## config.mk

```make
export PLATFORM = sky130hd
export DESIGN_NAME = reset_and_powerup_control
export DESIGN_NICKNAME = d
export VERILOG_FILES = /design/src/inc/rst_seq_pkg.sv /design/src/hdl/reset_and_powerup_control.sv
export VERILOG_INCLUDE_DIRS = /design/src /design/src/inc
export SDC_FILE = /design/constraint.sdc
export NUM_CORES = 1
export LEC_CHECK = 0
export BUFFER_PORTS_ARGS = -buffer_cell sky130_fd_sc_hd__buf_2
export CORE_ASPECT_RATIO = 1.25
export CORE_MARGIN = 5
export CORE_UTILIZATION = 40
export DETAILED_ROUTE_END_ITERATION = 12
export HOLD_SLACK_MARGIN = 0.05
export PLACE_DENSITY_LB_ADDON = 0.2
export SETUP_SLACK_MARGIN = 0.4
export SYNTH_ARGS = -nofsm -noshare
export SYNTH_HDL_FRONTEND = slang
export SYNTH_SLANG_ARGS = --single-unit
export TNS_END_PERCENT = 10
```

## constraint.sdc

```tcl
create_clock -name CLK_SYS -period 5 [get_ports CLK_SYS]
set_input_delay 0.5 -clock CLK_SYS [delete_from_list [all_inputs] [get_ports CLK_SYS]]
set_output_delay 0.5 -clock CLK_SYS [all_outputs]
set_load 0.05 [all_outputs]
```

## src/inc/rst_seq_defs.svh

```systemverilog
// Offsets, field positions, reset values and timing counts of the reset sequencer.
// Included by the design; definitions only.
`ifndef RST_SEQ_DEFS_SVH
`define RST_SEQ_DEFS_SVH

// Register byte offsets on APB
`define OFF_CAUSE        12'h000
`define OFF_CTRL         12'h004
`define OFF_IRQ_STATUS   12'h008
`define OFF_IRQ_MASK     12'h00C
`define OFF_CALIB        12'h010

// Cause register fields
`define CAUSE_TIMEOUT    0
`define CAUSE_POWERDOWN  1
`define CAUSE_CODE_LSB   4
`define CAUSE_CODE_W     3

// Control register fields
`define CTRL_SLEEP       0
`define CTRL_WD_ENABLE   1

// Event bits of the interrupt status
`define EV_WATCHDOG_WAKE 0
`define EV_CLEAR_PIN     1
`define EV_BROWNOUT      2
`define EV_W             3

// Reset values and calibration word address
`define CTRL_RESET       2'h0
`define MASK_RESET       3'h0
`define CALIB_WORD_ADDR  14'h2009

// Timing: clock 100 MHz, times in their own units
`define CLK_HZ           100000000
`define PUD_TIME_MS      64
`define POR_REARM_US     100
`define PUD_CYCLES       (`CLK_HZ / 1000 * `PUD_TIME_MS)
`define REARM_CYCLES     ((`CLK_HZ / 1000000 * `POR_REARM_US))
`define SLOW_OSC_HZ      31000
`define FILTER_CYCLES    16

`endif

```

## src/inc/rst_seq_pkg.sv

```systemverilog
// Types of the reset sequencer.
// Needs nothing from its surroundings.
package rst_seq_pkg;

  // Recorded reset cause
  typedef enum logic [2:0]
  {
    CAUSE_NONE,
    CAUSE_POWER_ON,
    CAUSE_WD_RUN,
    CAUSE_WD_SLEEP,
    CAUSE_PIN_RUN,
    CAUSE_PIN_SLEEP,
    CAUSE_BROWNOUT
  } cause_type;

  // Sequencer states
  typedef enum logic [1:0]
  {
    ST_HOLD,
    ST_DELAY,
    ST_RUN
  } seq_state_type;

endpackage

```

## src/hdl/reset_and_powerup_control.sv

```systemverilog
// Reset sequencer: merges supply, watchdog and clear pin sources into one chip reset.
// Assumes supply monitors and watchdog give levels synchronous to CLK_SYS; APB slave.
//
// How it works
// - Six causes kept apart: power-on, watchdog run/sleep, pin run/sleep, brownout.
// - Retained registers get no reset output; they see neither the core nor the register reset.
// - Defined-value reset pulses on power-on, pin, watchdog-run and brownout.
// - Watchdog expiry asleep only wakes the core; no register reset.
// - Timeout and powerdown bits take a per-cause pattern software can read; pin causes keep the timeout bit.
// - Clear pin passes a low-level filter; short pulses are ignored.
// - Reset held until supply good, or above brownout threshold when enabled.
// - Power-on detect re-arms only after supply at ground for 100 us.
// - Watchdog reset never drives the clear pin low.
// - Enable bit 0: pin is a general input; 1: pin is an external reset.
// - Weak pull-up on the shared pin while it acts as external reset.
// - Power-up delay of 64 ms runs only after power-on or brownout.
// - Chip held in reset while the power-up delay counts.
// - Power-up delay bypassed when its disable bit is set.
// - Calibration word at 2009h is read-only here and survives bulk erase.
`timescale 1ns/1ps
`include "rst_seq_defs.svh"

module reset_and_powerup_control
#(
  parameter int PUD_CYCLES    = `PUD_CYCLES,
  parameter int REARM_CYCLES  = `REARM_CYCLES,
  parameter int FILTER_CYCLES = `FILTER_CYCLES,
  parameter logic [31:0] CALIB_VALUE = 32'h0000_0000  // Arbitrary factory trim stand-in
)
(
  input  wire logic        CLK_SYS,
  input  wire logic        RST_B,
  input  wire logic        SUPPLY_GOOD,
  input  wire logic        SUPPLY_AT_GROUND,
  input  wire logic        ABOVE_BROWNOUT_THRESHOLD,
  input  wire logic        BROWNOUT_DETECT_ENABLE,
  input  wire logic        EXTERNAL_CLEAR_PIN_ENABLE,
  input  wire logic        POWER_UP_DELAY_DISABLE,
  input  wire logic        SHARED_INPUT_PIN_IN,
  input  wire logic        WATCHDOG_EXPIRE,
  input  wire logic        PSEL,
  input  wire logic        PENABLE,
  input  wire logic        PWRITE,
  input  wire logic [11:0] PADDR,
  input  wire logic [31:0] PWDATA,
  output logic [31:0]      PRDATA,
  output logic             PREADY,
  output logic             PSLVERR,
  output logic             CORE_RESET_B,
  output logic             REG_RESET_B,
  output logic             WAKE_UP,
  output logic             SHARED_PIN_PULLUP_EN,
  output logic             SHARED_PIN_OUT,
  output logic             SHARED_PIN_OE,
  output logic             GENERAL_INPUT_VALUE,
  output logic             IRQ
);

  ////////////////////////////////////////////////////////////////////////////
  // Clear pin filter and power-on detector

  logic [15:0] filt_cnt_q;
  logic        pin_low_q;
  logic [15:0] rearm_cnt_q;
  logic        por_armed_q;
  logic        por_active_q;

  // Pin must sit low for FILTER_CYCLES before it counts; glitches restart it
  always_ff @(posedge CLK_SYS or negedge RST_B)
  begin
    if (!RST_B)
    begin
      filt_cnt_q <= 16'h0000;
      pin_low_q  <= 1'b0;
    end
    else if (!EXTERNAL_CLEAR_PIN_ENABLE || SHARED_INPUT_PIN_IN)
    begin
      filt_cnt_q <= 16'h0000;
      pin_low_q  <= 1'b0;
    end
    else if (filt_cnt_q == 16'(FILTER_CYCLES - 1))
      pin_low_q  <= 1'b1;
    else
      filt_cnt_q <= filt_cnt_q + 16'h0001;
  end

  // Detector fires once on rising supply; a falling supply alone does not re-fire it
  always_ff @(posedge CLK_SYS or negedge RST_B)
  begin
    if (!RST_B)
    begin
      rearm_cnt_q  <= 16'h0000;
      por_armed_q  <= 1'b1;
      por_active_q <= 1'b1;
    end
    else
    begin
      if (!SUPPLY_AT_GROUND)
        rearm_cnt_q <= 16'h0000;
      else if (rearm_cnt_q == 16'(REARM_CYCLES - 1))
        por_armed_q <= 1'b1;
      else
        rearm_cnt_q <= rearm_cnt_q + 16'h0001;
      if (por_armed_q && !SUPPLY_AT_GROUND)
        por_active_q <= 1'b1;
      if (por_active_q && SUPPLY_GOOD)
      begin
        por_active_q <= 1'b0;
        por_armed_q  <= 1'b0;
      end
    end
  end

  ////////////////////////////////////////////////////////////////////////////
  // Sequencer

  rst_seq_pkg::seq_state_type state_q;
  rst_seq_pkg::cause_type     cause_q;
  logic [31:0] delay_cnt_q;
  logic        sleep_q;
  logic        timeout_q;
  logic        powerdown_q;
  logic        brownout_low;
  logic        wd_reset;
  logic        wd_wake;
  logic        any_source;
  logic        supply_hold;
  logic [`EV_W-1:0] event_pulse;

  // Brownout only counts while enabled; watchdog splits by sleep state
  assign brownout_low = BROWNOUT_DETECT_ENABLE && !ABOVE_BROWNOUT_THRESHOLD;
  assign supply_hold  = por_active_q || brownout_low;
  assign wd_reset     = WATCHDOG_EXPIRE && !sleep_q;
  assign wd_wake      = WATCHDOG_EXPIRE && sleep_q && state_q == rst_seq_pkg::ST_RUN;
  assign any_source   = supply_hold || pin_low_q || wd_reset;

  // Hold, then the power-up delay for supply causes, then run
  always_ff @(posedge CLK_SYS or negedge RST_B)
  begin
    if (!RST_B)
    begin
      state_q     <= rst_seq_pkg::ST_HOLD;
      delay_cnt_q <= 32'h0000_0000;
    end
    else
    begin
      case (state_q)
        rst_seq_pkg::ST_HOLD:
          if (!any_source)
          begin
            delay_cnt_q <= 32'h0000_0000;
            if ((cause_q == rst_seq_pkg::CAUSE_POWER_ON ||
                 cause_q == rst_seq_pkg::CAUSE_BROWNOUT) && !POWER_UP_DELAY_DISABLE)
              state_q <= rst_seq_pkg::ST_DELAY;
            else
              state_q <= rst_seq_pkg::ST_RUN;
          end
        rst_seq_pkg::ST_DELAY:
          if (any_source)
            state_q <= rst_seq_pkg::ST_HOLD;
          else if (delay_cnt_q == 32'(PUD_CYCLES - 1))
            state_q <= rst_seq_pkg::ST_RUN;
          else
            delay_cnt_q <= delay_cnt_q + 32'h0000_0001;
        rst_seq_pkg::ST_RUN:
          if (any_source)
            state_q <= rst_seq_pkg::ST_HOLD;
        default:
          state_q <= rst_seq_pkg::ST_HOLD;
      endcase
    end
  end

  // Cause capture; priority power-on, brownout, watchdog, pin
  always_ff @(posedge CLK_SYS or negedge RST_B)
  begin
    if (!RST_B)
    begin
      cause_q     <= rst_seq_pkg::CAUSE_POWER_ON;
      timeout_q   <= 1'b1;
      powerdown_q <= 1'b1;
    end
    else if (state_q != rst_seq_pkg::ST_HOLD || any_source)
    begin
      if (por_active_q)
      begin
        cause_q <= rst_seq_pkg::CAUSE_POWER_ON;
        timeout_q <= 1'b1;
        powerdown_q <= 1'b1;
      end
      else if (brownout_low && state_q != rst_seq_pkg::ST_HOLD)
      begin
        cause_q <= rst_seq_pkg::CAUSE_BROWNOUT;
        timeout_q <= 1'b1;
        powerdown_q <= 1'b1;
      end
      else if (wd_reset && state_q == rst_seq_pkg::ST_RUN)
      begin
        cause_q <= rst_seq_pkg::CAUSE_WD_RUN;
        timeout_q <= 1'b0;
        powerdown_q <= 1'b1;
      end
      else if (wd_wake)
      begin
        cause_q <= rst_seq_pkg::CAUSE_WD_SLEEP;
        timeout_q <= 1'b0;
        powerdown_q <= 1'b0;
      end
      else if (pin_low_q && state_q == rst_seq_pkg::ST_RUN)
      begin
        cause_q <= sleep_q ? rst_seq_pkg::CAUSE_PIN_SLEEP : rst_seq_pkg::CAUSE_PIN_RUN;
        powerdown_q <= !sleep_q;
      end
    end
  end

  ////////////////////////////////////////////////////////////////////////////
  // Outputs to core and pin

  // Core reset and register reset; retained registers see neither pulse
  always_ff @(posedge CLK_SYS or negedge RST_B)
  begin
    if (!RST_B)
    begin
      CORE_RESET_B <= 1'b0;
      REG_RESET_B  <= 1'b0;
      WAKE_UP      <= 1'b0;
    end
    else
    begin
      CORE_RESET_B <= state_q == rst_seq_pkg::ST_RUN && !any_source;
      REG_RESET_B  <= state_q == rst_seq_pkg::ST_RUN && !any_source;
      WAKE_UP      <= wd_wake;
    end
  end

  // Shared pin is input only; watchdog never drives it low
  always_ff @(posedge CLK_SYS or negedge RST_B)
  begin
    if (!RST_B)
    begin
      SHARED_PIN_OUT       <= 1'b1;
      SHARED_PIN_OE        <= 1'b0;
      SHARED_PIN_PULLUP_EN <= 1'b0;
      GENERAL_INPUT_VALUE  <= 1'b0;
    end
    else
    begin
      SHARED_PIN_OUT       <= 1'b1;
      SHARED_PIN_OE        <= 1'b0;
      SHARED_PIN_PULLUP_EN <= EXTERNAL_CLEAR_PIN_ENABLE;
      GENERAL_INPUT_VALUE  <= !EXTERNAL_CLEAR_PIN_ENABLE && SHARED_INPUT_PIN_IN;
    end
  end

  ////////////////////////////////////////////////////////////////////////////
  // APB registers and interrupt

  logic [1:0]       ctrl_q;
  logic [`EV_W-1:0] irq_status_q;
  logic [`EV_W-1:0] irq_mask_q;
  logic             wr_en;
  logic             rd_en;
  logic             status_rd;

  assign wr_en     = PSEL && PENABLE && PWRITE;
  assign rd_en     = PSEL && PENABLE && !PWRITE;
  assign status_rd = rd_en && PADDR == `OFF_IRQ_STATUS;
  assign event_pulse[`EV_WATCHDOG_WAKE] = wd_wake;
  assign event_pulse[`EV_CLEAR_PIN]     = pin_low_q && state_q == rst_seq_pkg::ST_RUN;
  assign event_pulse[`EV_BROWNOUT]      = brownout_low && state_q == rst_seq_pkg::ST_RUN;

  // Sleep flag is set by software and cleared by any wake or reset
  assign sleep_q = ctrl_q[`CTRL_SLEEP];

  // Control and mask writes; while the chip is held the mask resets and only the control sleep bit clears
  always_ff @(posedge CLK_SYS or negedge RST_B)
  begin
    if (!RST_B)
    begin
      ctrl_q     <= `CTRL_RESET;
      irq_mask_q <= `MASK_RESET;
    end
    else
    begin
      if (wr_en && PADDR == `OFF_CTRL)
        ctrl_q <= PWDATA[1:0];
      else if (wd_wake || state_q != rst_seq_pkg::ST_RUN)
        ctrl_q[`CTRL_SLEEP] <= 1'b0;
      if (wr_en && PADDR == `OFF_IRQ_MASK)
        irq_mask_q <= PWDATA[`EV_W-1:0];
      else if (state_q != rst_seq_pkg::ST_RUN)
        irq_mask_q <= `MASK_RESET;
    end
  end

  // Sticky status; a read clears only the bits it reported, so an event that lands
  // between the setup snapshot and the access edge is not lost
  always_ff @(posedge CLK_SYS or negedge RST_B)
  begin
    if (!RST_B)
      irq_status_q <= '0;
    else if (status_rd)
      irq_status_q <= (irq_status_q & ~PRDATA[`EV_W-1:0]) | event_pulse;
    else
      irq_status_q <= irq_status_q | event_pulse;
  end

  // Read data, zero-wait answer, error on unmapped address
  always_ff @(posedge CLK_SYS or negedge RST_B)
  begin
    if (!RST_B)
    begin
      PRDATA  <= 32'h0000_0000;
      PREADY  <= 1'b0;
      PSLVERR <= 1'b0;
      IRQ     <= 1'b0;
    end
    else
    begin
      PREADY  <= PSEL && !PENABLE;
      PSLVERR <= 1'b0;
      PRDATA  <= 32'h0000_0000;
      IRQ     <= |(irq_status_q & irq_mask_q);
      if (PSEL && !PENABLE)
      begin
        case (PADDR)
          `OFF_CAUSE:      PRDATA <= {25'h0, cause_q, 2'h0, powerdown_q, timeout_q};
          `OFF_CTRL:       PRDATA <= {30'h0, ctrl_q};
          `OFF_IRQ_STATUS: PRDATA <= {29'h0, irq_status_q};
          `OFF_IRQ_MASK:   PRDATA <= {29'h0, irq_mask_q};
          `OFF_CALIB:      PRDATA <= CALIB_VALUE;
          default:         PSLVERR <= 1'b1;
        endcase
      end
    end
  end

endmodule

```

==> impl_results.md <==
* Die Width at 113 um
* Ys flop type: dfrtp_1
* Routed WL per cell at 16.0 um
* Period utilisation layout at 58.9%
* CTS resizes at 0
* Async set or reset register ratio after synthesis at 100%
* Required @ worst endpoint at about 5.2 ns
* CP Data Arrival Time at 3.15 ns
* Worst Max-Slew Pin Slew at 1.23 ns
* Max-cap violations at 0
* Netlist cell types at 63
* GRT met1 Usage at 18.6%
* Max stage delay on crit path at 0.64 ns
* Largest net degree at the start of global routing at 54
* Hold buffer count at cts at 0
* Total GRT Usage at between 10% and 20%
* PD cells at 292 nW/um2
* Status: finished clean
* Postcts setup bufs at 0
* Vias in the first global route at 4090
* Number of synthesized flops with an enable pin at 0
* Highest Clock Rate at 340 MHz
* Chip height at between 100 and 150 um
* Initial antenna violation count at 1
* TritonCTS clock tree: done
* TritonCTS Sinks at 95
* Register area share after synthesis at 45.0%
* Worst VDD drop at between 0.15 and 0.2 mV
* TritonCTS Buffers at 9
* H-tree levels at 3
* Syn Area/Cell at 9.59 um2
* Most frequent cells in the layout: 90 x dfrtp_1, 40 x buf_2, 39 x nand2_1
* CP Launch Type: flop
* Initial Utilization at 40.4%
* Total Die Area at 15700 um2
* Worst Skew at 0.00602 ns
* Met3 usage at 2.71%
* Commonest non-fill, non-tap cell in the layout: dfrtp_1
* Cell with the largest stage delay on the worst path: nand2_2
* Final setup fails at 0
* Layout fillers at 1309
* Min-Delay Path Class: primary input to asynchronous set/reset pin
* Row count at 47
* Setup TNS at 0 ns
* Root Buffer: clkbuf_16
* Residual DRC count at 0
* Global-route wire length before repair at 19800 um
* Later-pin clock latency in the skew report at 0.35 ns
* Grt ovf at 0
* Vias at 4169
* Crit path max fanout at 18
* Global-route met2 utilization at 26.8%
* Warnings, synthesis at 0
* Ant diodes at 0
* Number of port buffers at 41
* 1st-iter DRT viols at 243
* Global route hottest layer: met2
* CP Cell Sequence: ha_1 > nand4_2 > nor3_1 > nand4_1 > nand2_2 > o21ai_0
* Final wirelength at 12100 um
* Detail Route Antenna Nets at 0
* Crit path capture type: flop
* Core footprint at 13100 um2
* Max-slew violation count at 0
* Post-Synthesis Cell Area at around 5300 um2
* Layout area overhead at 9.38%
* I/O Pins at 99
* Post-detail-place hpwl at 8380 um
* DR pass1 iterations at 5
* Design Power at 1.69 mW
* Routability Congestion at 0.831
* Lkg Pwr at 2.60 nW
* Share of layout cells above drive strength 1 at 14.0%
* Syn Inst Count at 552
* Fin util at roughly 44%
* Drt via density at 5.52
* FF+latch count, synth at 95
* Min cycle time layout at 2.95 ns
* Setup CP Type: flop to flop
* Nets@finish at 639
* RSZ-0062 raised after global routing: no
* Clock slew at reported path FFs at 0.07 ns
* Clk buf depth at 2
* Fin. Hold Viols at 0
* Slew HR at 17.4%
-- Yosys cell counts, drive strengths merged (14+ instances only) --
| cell type | instances | area [um2] |
|---|---|---|
| a21oi | 18 | 90.1 |
| and2 | 23 | 144 |
| and3 | 16 | 101 |
| buf | 37 | 269 |
| clkbuf | 16 | 60.1 |
| dfrtp | 90 | 2250 |
| nand2 | 40 | 153 |
| nand3 | 31 | 155 |
| nand4 | 30 | 224 |
| nor2 | 34 | 135 |
| nor3 | 19 | 111 |
| o21ai | 24 | 120 |
| o31ai | 31 | 238 |
| xnor2 | 14 | 123 |
-- power breakdown --
group / leakage (nW) / switching (mW) / internal (mW)
combinational: 1.18 / 0.140 / 0.0472
sequential: 1.29 / 0.0186 / 0.792
clock: 0.136 / 0.302 / 0.389
-- per-layer routing --
metal	wire, um	part of all wire (%)
met1	5140	42
met5	13	0.11
met4	271	2.2
met2	6310	52
met3	369	3.0
-- path summary, 6_finish.rpt --
path                                            from                   end  slack (ns)  cells past startpoint
min in group CLK_SYS       EXTERNAL_CLEAR_PIN_ENABLE  SHARED_PIN_PULLUP_EN        0.28                      1
max in group asynchronous                      RST_B        delay_cnt_q[5]        3.76                      2
setup / recovery                      delay_cnt_q[0]            state_q[0]        2.05                      6
setup reg to reg                      delay_cnt_q[0]            state_q[0]        2.05                      6
hold reg to reg                            timeout_q             timeout_q        0.46                      2
hold / removal                                 RST_B       delay_cnt_q[19]        0.14                      1
-- critical path: cells and delay by family, from the launching register on --
| kind | cells | cell delay (ns) |
|---|---|---|
| DFF | 1 | 0.44 |
| adders and majority gates | 1 | 0.28 |
| AOI/OAI and AO/OA | 1 | 0.16 |
| and+or+nand+nor | 4 | 1.91 |
-- flip-flops by register name, indices dropped and copies added (netlist names) --
name	count
timeout_q	1
WAKE_UP	1
PREADY	1
ctrl_q	2
PSLVERR	1
cause_q	3
REG_RESET_B	1
por_active_q	1
irq_mask_q	3
pin_low_q	1
por_armed_q	1
irq_status_q	3
SHARED_PIN_PULLUP_EN	1
powerdown_q	1
delay_cnt_q	32
state_q	2
PRDATA	6
rearm_cnt_q	16
filt_cnt_q	16
IRQ	1
GENERAL_INPUT_VALUE	1
-- cell type report --
type | count | area, um2 | area share, %
Tap cell | 171 | 214 | 3.69
Multi-Input combinational cell | 417 | 2630 | 45.4
Inverter | 13 | 48.8 | 0.842
Clock inverter | 5 | 58.8 | 1.02
Sequential cell | 95 | 2380 | 41.1
Timing Repair Buffer | 43 | 223 | 3.84
Clock buffer | 11 | 233 | 4.02
-- cells by family (layout without fill, tap and decap cells) --
group                      after synthesis  in the layout  share of synthesized area (%)
AOI/OAI and AO/OA                      110            110                           14.0
xor gates and xnor gates                23             23                           3.80
adders and majority gates                3              3                          0.709
buffers and inverters                   66             72                           7.13
DFF                                     95             95                           45.0
muxes                                   11             11                           2.60
other                                    2             28                          0.142
and+or+nand+nor                        242            242                           26.6
-- per-stage QoR --
step / hold WS [ns] / setup WS [ns] / std cells / cell area [um2]
floorplan: 0.204 / 2.96 / 578 / 5390
global placement: 0.454 / 2.15 / 739 / 5500
detailed placement: 0.456 / 2.07 / 739 / 5500
CTS: 0.159 / 2.04 / 755 / 5790
global route: 0.188 / 1.83 / 755 / 5790
finish: 0.144 / 2.05 / 755 / 5790
(Power assumes the default switching activity.)
